`src/ctinit_cfg.svh`:
```
// Constants for the counter and look-up table clearing block
//------------------------------------------------------------
//------------------------------------------------------------
`ifndef CTINIT_CFG_SVH
`define CTINIT_CFG_SVH

//------------------------------------------------------------
// Register map
//------------------------------------------------------------
`define CTINIT_ADDR_MC2 16'h0112
`define CTINIT_ADDR_MSZ 16'h0100
`define CTINIT_MC2_RESET 14'h1000
`define CTINIT_MSZ_RESET 3'h0
`define CTINIT_BIT_CNT 14
`define CTINIT_BIT_LUT 15
`define CTINIT_MSZ_MSB 2

//------------------------------------------------------------
// Counter ranges, cleared one 16-bit word at a time
//------------------------------------------------------------
`define CTINIT_RX_FIRST 16'h4000
`define CTINIT_RX_LAST 16'h40fe
`define CTINIT_TX_FIRST 16'h0600
`define CTINIT_TX_LAST 16'h06fe
`define CTINIT_DROP_FIRST 16'h3000
`define CTINIT_DROP_LAST 16'h31fe
`define CTINIT_CNT_STEP 16'h0002
`define CTINIT_LUT_STEP 16'h0001
`define CTINIT_LAST_RANGE 2'h2

//------------------------------------------------------------
// SRAM sizing: entries = 1K << code, code 6 and up is 64K
//------------------------------------------------------------
`define CTINIT_SRAM_BASE 17'h00400
`define CTINIT_SRAM_MAX_CODE 3'h6
`define CTINIT_SRAM_FULL 16'hffff

`endif

```
`src/ctinit_pkg.sv`:
```
// Types shared by the clearing block
`default_nettype none
package ctinit_pkg;
    typedef enum logic [2:0] {
        CT_IDLE = 3'b001,
        CT_LOAD = 3'b010,
        CT_RUN  = 3'b100
    } ctinit_state_e;

    typedef struct packed {
        logic        busy;
        logic        we;
        logic        done;
        logic [15:0] cur;
        logic [15:0] wr_addr;
        logic [15:0] last;
        logic [15:0] step;
    } ctinit_walk_s;

    typedef struct packed {
        ctinit_state_e st;
        logic [1:0]    idx;
        logic          cnt_cmd;
        logic          lut_cmd;
        logic          lut_run;
        logic [13:0]   cfg;
        logic [2:0]    msz;
        logic [15:0]   rdata;
    } ctinit_top_s;
endpackage
`default_nettype wire

```
`src/ctinit_top.sv`:
```
// Counter and look-up table clearing block with its command register
`timescale 1ns/10ps
`default_nettype none
`include "ctinit_cfg.svh"
module ctinit_top (
    // Clock, reset, enable
    input wire logic clk_i,
    input wire logic rst_i,
    input wire logic ce_i,
    // Register port
    input wire logic [15:0] addr_i,
    input wire logic [15:0] wdata_i,
    input wire logic wr_i,
    input wire logic rd_i,
    output logic [15:0] rdata_o,
    // Reset state of the main circuitry
    input wire logic main_held_i,
    // Counter memory write port (data is always zero)
    output logic cnt_we_o,
    output logic [15:0] cnt_addr_o,
    // External SRAM write port (data is always zero)
    output logic sram_we_o,
    output logic [15:0] sram_addr_o,
    // Remaining configuration bits of main_config_two
    output logic [13:0] cfg_bits_o
);
    import ctinit_pkg::*;

    //------------------------------------------------------------
    // Helpers
    //------------------------------------------------------------
    function automatic logic [15:0] range_first(input logic [1:0] idx);
        unique case (idx)
            2'h0: range_first = `CTINIT_RX_FIRST;
            2'h1: range_first = `CTINIT_TX_FIRST;
            default: range_first = `CTINIT_DROP_FIRST;
        endcase
    endfunction

    function automatic logic [15:0] range_last(input logic [1:0] idx);
        unique case (idx)
            2'h0: range_last = `CTINIT_RX_LAST;
            2'h1: range_last = `CTINIT_TX_LAST;
            default: range_last = `CTINIT_DROP_LAST;
        endcase
    endfunction

    function automatic logic [15:0] sram_last(input logic [2:0] code);
        logic [16:0] n;
        n = `CTINIT_SRAM_BASE << code;
        // Every code from the top one up means the whole table
        if (code >= `CTINIT_SRAM_MAX_CODE) begin
            sram_last = `CTINIT_SRAM_FULL;
        end else begin
            sram_last = 16'(n - 17'h00001);
        end
    endfunction

    // Register address decode, shared by the write and read paths
    function automatic logic hit_mc2(input logic [15:0] addr);
        hit_mc2 = (addr == `CTINIT_ADDR_MC2);
    endfunction

    function automatic logic hit_msz(input logic [15:0] addr);
        hit_msz = (addr == `CTINIT_ADDR_MSZ);
    endfunction

    //------------------------------------------------------------
    // State
    //------------------------------------------------------------
    ctinit_top_s s_ff;
    ctinit_top_s nxt_s;
    logic cnt_start;
    logic lut_start;
    logic cnt_done;
    logic lut_done;
    logic cnt_busy;
    logic lut_busy;
    logic [15:0] mc2_view;
    logic mc2_wr;
    logic msz_wr;
    logic mc2_rd;
    logic msz_rd;

    //------------------------------------------------------------
    // Register decode
    //------------------------------------------------------------
    // Strobes are ignored while the enable is low, since no state moves
    assign mc2_wr = wr_i && hit_mc2(addr_i);
    assign msz_wr = wr_i && hit_msz(addr_i);
    assign mc2_rd = rd_i && hit_mc2(addr_i);
    assign msz_rd = rd_i && hit_msz(addr_i);

    // Bits 15 and 14 read back the live command flags
    assign mc2_view = {s_ff.lut_cmd, s_ff.cnt_cmd, s_ff.cfg};
    assign cnt_start = (s_ff.st == CT_LOAD);
    // The wipe walker starts once per command
    assign lut_start = s_ff.lut_cmd && !s_ff.lut_run;

    //------------------------------------------------------------
    // Walkers
    //------------------------------------------------------------
    // Only counter ranges are walked; look-up record counters are not
    ctinit_walk u_cnt (
        .clk_i(clk_i),
        .rst_i(rst_i),
        .ce_i(ce_i),
        .start_i(cnt_start),
        .adv_i(main_held_i),
        .first_i(range_first(s_ff.idx)),
        .last_i(range_last(s_ff.idx)),
        .step_i(`CTINIT_CNT_STEP),
        .we_o(cnt_we_o),
        .addr_o(cnt_addr_o),
        .busy_o(cnt_busy),
        .done_o(cnt_done)
    );

    // Extent follows the memory-size register
    ctinit_walk u_lut (
        .clk_i(clk_i),
        .rst_i(rst_i),
        .ce_i(ce_i),
        .start_i(lut_start),
        .adv_i(main_held_i),
        .first_i(16'h0000),
        .last_i(sram_last(s_ff.msz)),
        .step_i(`CTINIT_LUT_STEP),
        .we_o(sram_we_o),
        .addr_o(sram_addr_o),
        .busy_o(lut_busy),
        .done_o(lut_done)
    );

    //------------------------------------------------------------
    // Next state
    //------------------------------------------------------------
    always_comb begin
        nxt_s = s_ff;
        // Counter clear sequence over the three ranges
        unique case (s_ff.st)
            CT_IDLE: begin
                if (s_ff.cnt_cmd && !cnt_busy) begin
                    nxt_s.idx = 2'h0;
                    nxt_s.st = CT_LOAD;
                end
            end
            CT_LOAD: begin
                // One cycle for the walker to latch the next range bounds
                nxt_s.st = CT_RUN;
            end
            CT_RUN: begin
                if (cnt_done) begin
                    if (s_ff.idx == `CTINIT_LAST_RANGE) begin
                        nxt_s.cnt_cmd = 1'b0;
                        nxt_s.st = CT_IDLE;
                    end else begin
                        nxt_s.idx = s_ff.idx + 2'h1;
                        nxt_s.st = CT_LOAD;
                    end
                end
            end
            default: begin
                nxt_s.st = CT_IDLE;
            end
        endcase
        // Table wipe
        if (lut_start) begin
            nxt_s.lut_run = 1'b1;
        end
        if (lut_done) begin
            nxt_s.lut_cmd = 1'b0;
            nxt_s.lut_run = 1'b0;
        end
        // Register writes; a written one beats the hardware clear
        if (mc2_wr) begin
            nxt_s.cfg = wdata_i[13:0];
            if (wdata_i[`CTINIT_BIT_CNT]) begin
                nxt_s.cnt_cmd = 1'b1;
            end
            if (wdata_i[`CTINIT_BIT_LUT]) begin
                nxt_s.lut_cmd = 1'b1;
            end
        end
        if (msz_wr) begin
            nxt_s.msz = wdata_i[`CTINIT_MSZ_MSB:0];
        end
        // Read data, valid in the cycle after the strobe
        nxt_s.rdata = 16'h0000;
        if (mc2_rd) begin
            nxt_s.rdata = mc2_view;
        end else if (msz_rd) begin
            nxt_s.rdata = {13'h0, s_ff.msz};
        end
    end

    //------------------------------------------------------------
    // State register
    //------------------------------------------------------------
    always_ff @(posedge clk_i or posedge rst_i) begin
        if (rst_i) begin
            // Command flags drop, so a reset abandons any clear in progress
            s_ff.st <= CT_IDLE;
            s_ff.idx <= 2'h0;
            s_ff.cnt_cmd <= 1'b0;
            s_ff.lut_cmd <= 1'b0;
            s_ff.lut_run <= 1'b0;
            s_ff.cfg <= `CTINIT_MC2_RESET;
            s_ff.msz <= `CTINIT_MSZ_RESET;
            s_ff.rdata <= 16'h0000;
        end else if (ce_i) begin
            s_ff <= nxt_s;
        end
    end

    //------------------------------------------------------------
    // Outputs
    //------------------------------------------------------------
    assign rdata_o = s_ff.rdata;
    assign cfg_bits_o = s_ff.cfg;
endmodule // ctinit_top
`default_nettype wire

```
`src/ctinit_walk.sv`:
```
// Address walker that zeroes one memory range location by location
`timescale 1ns/10ps
`default_nettype none
module ctinit_walk (
    // Clock, reset, enable
    input wire logic clk_i,
    input wire logic rst_i,
    input wire logic ce_i,
    // Control
    input wire logic start_i,
    input wire logic adv_i,
    input wire logic [15:0] first_i,
    input wire logic [15:0] last_i,
    input wire logic [15:0] step_i,
    // Write port and status
    output logic we_o,
    output logic [15:0] addr_o,
    output logic busy_o,
    output logic done_o
);
    import ctinit_pkg::*;

    ctinit_walk_s s_ff;
    ctinit_walk_s nxt_s;

    always_comb begin
        nxt_s = s_ff;
        nxt_s.we = 1'b0;
        nxt_s.done = 1'b0;
        if (start_i) begin
            nxt_s.busy = 1'b1;
            nxt_s.cur = first_i;
            nxt_s.last = last_i;
            nxt_s.step = step_i;
        end else if (s_ff.busy && adv_i) begin
            // One zero write per cycle until the last location
            nxt_s.we = 1'b1;
            nxt_s.wr_addr = s_ff.cur;
            if (s_ff.cur == s_ff.last) begin
                nxt_s.busy = 1'b0;
                nxt_s.done = 1'b1;
            end else begin
                nxt_s.cur = s_ff.cur + s_ff.step;
            end
        end
    end

    always_ff @(posedge clk_i or posedge rst_i) begin
        if (rst_i) begin
            s_ff <= '0;
        end else if (ce_i) begin
            s_ff <= nxt_s;
        end
    end

    assign we_o = s_ff.we;
    assign addr_o = s_ff.wr_addr;
    assign busy_o = s_ff.busy;
    assign done_o = s_ff.done;
endmodule // ctinit_walk
`default_nettype wire

```
`config.mk`:
```
export PLATFORM = sky130hd
export DESIGN_NAME = ctinit_top
export DESIGN_NICKNAME = d
export VERILOG_FILES = /design/src/ctinit_pkg.sv /design/src/ctinit_top.sv /design/src/ctinit_walk.sv
export VERILOG_INCLUDE_DIRS = /design/src
export SDC_FILE = /design/constraint.sdc
export NUM_CORES = 1
export LEC_CHECK = 0
export BUFFER_PORTS_ARGS = -buffer_cell sky130_fd_sc_hd__buf_2
export CORE_ASPECT_RATIO = 1.4
export CORE_MARGIN = 2
export CORE_UTILIZATION = 30
export CTS_CLUSTER_DIAMETER = 50
export DETAILED_ROUTE_END_ITERATION = 10
export GPL_TIMING_DRIVEN = 0
export PLACE_DENSITY_LB_ADDON = 0.08
export SLEW_MARGIN = 15
export SYNTH_ARGS = -nofsm -noshare
export SYNTH_HDL_FRONTEND = slang
export SYNTH_SLANG_ARGS = --single-unit
```
`constraint.sdc`:
```
create_clock -name clk_i -period 5.8 [get_ports clk_i]
set_clock_uncertainty 0.1 [all_clocks]
set_input_delay 1.16 -clock clk_i [delete_from_list [all_inputs] [get_ports clk_i]]
set_output_delay 1.16 -clock clk_i [all_outputs]
set_load 0.1 [all_outputs]
```
# Yosys cells after proc, flatten, opt, wreduce, memory -nomap -nowiden
# Index checks and enable logic that the tools add are counted.
# totals
input_bits	38
register_bits	145
# classes
n_eq_ne	14
order_cmp	1
muxes	32
reduce_logical	30
add_sub_neg	4
bitwise	2
shift	1
# ops
operator	count
$mux W16	6
$mux W35	2
$pmux W15 S2	2
$eq A16 B16 Y1	2
$eq A16 B9 Y1 const B	2
$reduce_and A3 Y1	7
$add A16 B1 Y16	1
$add A16 B2 Y16	1
$shl A11 B3 Y16 const A	1
$sub A16 B1 Y16 const B	1
$mux W2	6
$reduce_bool A2 Y1	6
$mux W1	11
$reduce_and A2 Y1	5
$pmux W3 S3	1
$logic_and A1 B1 Y1	8
$ne A2 B2 Y1 const B	4
$mux W6	1
$mux W5	1
$reduce_and A5 Y1	1
$pmux W2 S2	1
$eq A3 B1 Y1 const B	1
$eq A3 B2 Y1 const B	1
$eq A3 B3 Y1 const B	1
other kinds (9)	11

# Logic depth before layout (Yosys ltp)
# logic_depth
word_depth	6
depth_mapped	8
mapped_depth_nobuf	7

# Modules after synthesis
# A second synthesis with hierarchy kept.
# hier_totals
hier_cells	879
area_unflattened_um2	9654.3
# by_module_without_submodules
module	area_per_inst_um2	cells_each	seq_area_each_um2	n_inst
ctinit_walk (u_lut)	3778.6	348	1676.6	1
ctinit_walk (u_cnt)	3722.3	346	1676.6	1
ctinit_top	2153.3	185	1028.5	1

# Worst setup path before layout
# Ideal clock, no wire load.
# synth_timing
kind	input port to flip-flop
from	input addr_i[9]
to	register s_ff, in the netlist cfg_bits_o[0]
path_buffers	2
setup_slack_ns	2.997
arrival_ns	2.578
path_stages	7
t_required_ns	5.575
cell_sequence	nor4b_1 -> and4_1 -> and2_1 -> nor2b_1 -> buf_2 -> buf_2 -> mux2_2
# synth_between
elab_chain_cells	3
# synth_lines
item	line	rtl
from (decl)	ctinit_top.sv:11	input wire logic [15:0] addr_i,
$eq A16 B9 Y1 (no line)	--	
$logic_and A1 B1 Y1	ctinit_top.sv:89	assign mc2_wr = wr_i && hit_mc2(addr_i);
$reduce_and A2 Y1 (no line)	--	
to (signal assigned)	ctinit_top.sv:212	s_ff <= nxt_s;
to (decl)	ctinit_top.sv:71	ctinit_top_s s_ff;
# No other way between the ends.
# A chain may end at the register's enable or synchronous reset.

# Worst setup path after layout
# layout_timing
from	input ce_i
to	register s_ff[40] (netlist bit)
# layout_between
elab_chain_cells	1
# layout_lines
item	line	rtl
from (decl)	ctinit_top.sv:9	input wire logic ce_i,
$reduce_and A3 Y1 (no line)	--	
# No other way between the ends.

==> impl_metrics.tcl <==
set metrics [dict create \
    postCtsSetupRepairBufs 0 \
    globalplace.congestion 0.8086 \
    core_area_um2 20400 \
    synth_area_leaders "dfrtp_1 48%, mux2_2 8.5%, buf_4 7.9%" \
    post-place-cells 946 \
    drive_gt1_frac 0.3781 \
    syn-instance-count 589 \
    peakVddDrop_mv 0.1404 \
    die_w_um 125.6 \
    worst_ep_required_time_ns 6.04 \
    vias_per_cell 4.832 \
    critPathMaxStageDelay_ns 0.54 \
    critPathKind "in -> reg" \
    min_period_ns 2.905 \
    synth_top_family_by_area "simple AND/OR/NAND/NOR gates" \
    ctsResizeCount 0 \
    track_usage 0.1423 \
    synth.distinct_cells 66 \
    cp_slowest_cell "clkbuf_1" \
    worst_slew_pin_slew_ns 0.6751 \
    synth_mux_area_frac 0.09172 \
    synthAdderAreaFrac 0.01814 \
    rows 62 \
    cp_max_fo 10 \
    synth_top_area_frac 0.4757 \
    tns_ns 0 \
    finalCritPeriodShare 0.5008 \
    p_leak_uw 0.003890 \
    ctsHoldBuffers 0 \
    synth_xor_area_frac 0.01129 \
    synth_async_sr_flop_share 1.000 \
    ys.flop_type "dfrtp_1" \
    routedWlPerCell_um 15.34 \
    hold_path.class "reg -> reg" \
    rr_endpoint "u_cnt.s_ff[63]" \
    yosysMostFrequentCell "dfrtp_1" \
    synth.largest_area_cell "dfrtp_1" \
    rsz0062_at_grt "false" \
    numCtsBuffers 17 \
    cts_root_buffer "clkbuf_16" \
    status "finished, final reports clean" \
    grt_start_max_net_pins 83 \
    avgSynthCellArea_um2 10.54 \
    yosys.area_share.simple 0.1633 \
    cp_common_cell "clkbuf_1" \
    synth_common_cells "118 x dfrtp_1, 67 x nand2_1, 65 x buf_4, 47 x mux2_2, 24 x o21ai_0" \
    final_core_util 0.3764 \
    diodes 0 \
    io_pins 102 \
    holdWs_ns 0.3764 \
    min_from "u_lut.done_o" \
    max_cap_violations 0 \
    ant_nets 0 \
    r2r-start "u_cnt.s_ff[23]" \
    synth_edf_count 0 \
    antenna_found_initial 0 \
    die_area_um2 21870 \
    crit_path_end_kind "flip-flop" \
    synth_compound_area_frac 0.1226 \
    final_cells 978 \
    slew_headroom 0.5458 \
    r2r_slack_ns 3.42 \
    syn_nets 636 \
    die_h_um 174.2 \
    cp_num_buf_inv 5 \
    holdPathEnd "s_ff[33]" \
    drtIter0Drc 234 \
    ys_seq_area_frac 0.4842 \
    grt_overflow_total 0 \
    reg2reg_depth 7 \
    drc 0 \
    layout.nets 756 \
    htreeDepth 4 \
    critPathTopFamily "buffers and inverters" \
    nFillCells 2033 \
    grt_first_pass_wirelength_um 24910 \
    fmax_mhz 344.3 \
    cts_buffer_depth 2 \
    power_density_nw_per_um2 281.4 \
    critPathArrivalTime_ns 3.15 \
    clock_latency_ns 0.41 \
    yosys_warnings 0 \
    syn2layout_area_growth_pct 23.73 \
    first_pass_iters 5 \
    crit_path_cell_trace "buf_2, clkbuf_1, inv_1, clkbuf_1, clkbuf_1, o21ai_0, nand2_1" \
    place_hpwl_um 10710 \
    path_clk_slew_ns 0.05 \
    wl_um 15010 \
    cts_tree "yes" \
    netlist_area_um2 6207 \
    place.port_buffers 100 \
    ys_ff_latch 120 \
    initial_core_util 0.3042 \
    holdPathStages 1 \
    report.final.setup_viol 0 \
    p_total_uw 2161 \
    finalHoldViolations 0 \
    grt_pass1_vias 4773 \
    start_kind "input pin" \
    slew_viol_final 0 \
    cts_num_sinks 120 \
    dr_total_vias 4726 \
]
[cells in the final DEF, fill, tap and decap left out, types with 3 or more instances in the layout]
master / n
nand3_1: 18
nor4_1: 9
buf_2: 105
clkbuf_8: 5
clkbuf_1: 11
nand2_1: 67
bufinv_16: 3
or4_1: 5
a221o_1: 3
a21oi_1: 14
nor2b_1: 7
clkbuf_16: 17
nor2_1: 21
o21ai_2: 3
xor2_1: 8
o31ai_1: 7
mux2_2: 47
buf_4: 65
or4_2: 4
or3_1: 14
nor3_1: 17
clkinv_2: 4
and2_1: 5
ha_1: 9
o2bb2ai_1: 7
o21ai_0: 24
buf_6: 4
o21a_1: 3
inv_1: 13
nand2b_1: 7
nand4_1: 5
o31a_1: 3
a211o_1: 3
dfrtp_1: 118
a22o_1: 15
mux2i_1: 4
[worst max-delay path by stage]
stage          depth (start not counted)  start       endpoint
4_1_cts                                7   ce_i       s_ff[40]
5_1_grt                                7   ce_i       s_ff[40]
3_3_place_gp                           2  rst_i  cfg_bits_o[7]
3_5_place_dp                           7   ce_i       s_ff[40]
6_report                               7   ce_i       s_ff[40]
2_1_floorplan                          1  rst_i  cfg_bits_o[0]
[flip-flops by register name (all words and copies together) (netlist names), 2 cells and up]
signal and flops:
u_cnt.s_ff 19, cfg_bits_o 14, u_lut.s_ff 23, mc2_view 2
rdata_o 16, s_ff 9, u_lut.addr_o 16, u_cnt.addr_o 15
[layout make-up]
cell class / count / area (µm²) / area share
repair buffers: 101 / 528.0 / 0.06875
clock inverters: 8 / 117.6 / 0.01531
well taps: 256 / 320.3 / 0.04171
clock buffers: 24 / 501.7 / 0.06533
plain buffers: 86 / 619.3 / 0.08065
inverters: 14 / 57.56 / 0.007494
flip-flops and latches: 120 / 3005 / 0.3913
multi-input cells: 369 / 2530 / 0.3294
[metal layers]
layer  track usage  wire, µm  vias up
li1              -         -     2294
met1        0.1786      6686     2290
met2        0.2342      7332      126
met3       0.03170       700       16
met4       0.06296       287        0
met5             0         0        -
[worst reg2reg max path, stage by stage (launching register included)]
cell     delay [ns]
dfrtp_1        0.39
ha_1           0.23
ha_1           0.25
nand3_1        0.23
nor4_2         0.52
nand4_1        0.17
or3_1          0.35
o21ai_0        0.07
[stage by stage]
| stage | setup WS (ns) | area [µm²] |
|---|---|---|
| 2_1_floorplan | 1.357 | 6207 |
| 5_1_grt | 2.702 | 7680 |
| 4_1_cts | 2.825 | 7680 |
| 6_report | 2.895 | 7680 |
| 3_3_place_gp | -0.2875 | 7028 |
| 3_5_place_dp | 2.390 | 7061 |
[power by group]
part           internal, µW  leakage [µW]  switching [µW]  total [µW]
registers               856       0.00165            16.0         872
clock network           730      0.000306             367        1100
logic                  55.7       0.00194             137         193
total                  1640       0.00389             520        2160
[cells by family (layout without fill, tap and decap cells)]
group / Yosys count / count (layout)
multiplexers: 51 / 51
other: 1 / 1
buffers and inverters: 100 / 233
AND/OR/NAND/NOR: 195 / 195
flip-flops: 120 / 120
AO/OA/AOI/OAI: 105 / 105
adder cells (fa/ha/maj): 9 / 9
XOR/XNOR: 8 / 8
No activity file was read; power rests on OpenSTA's default activity.
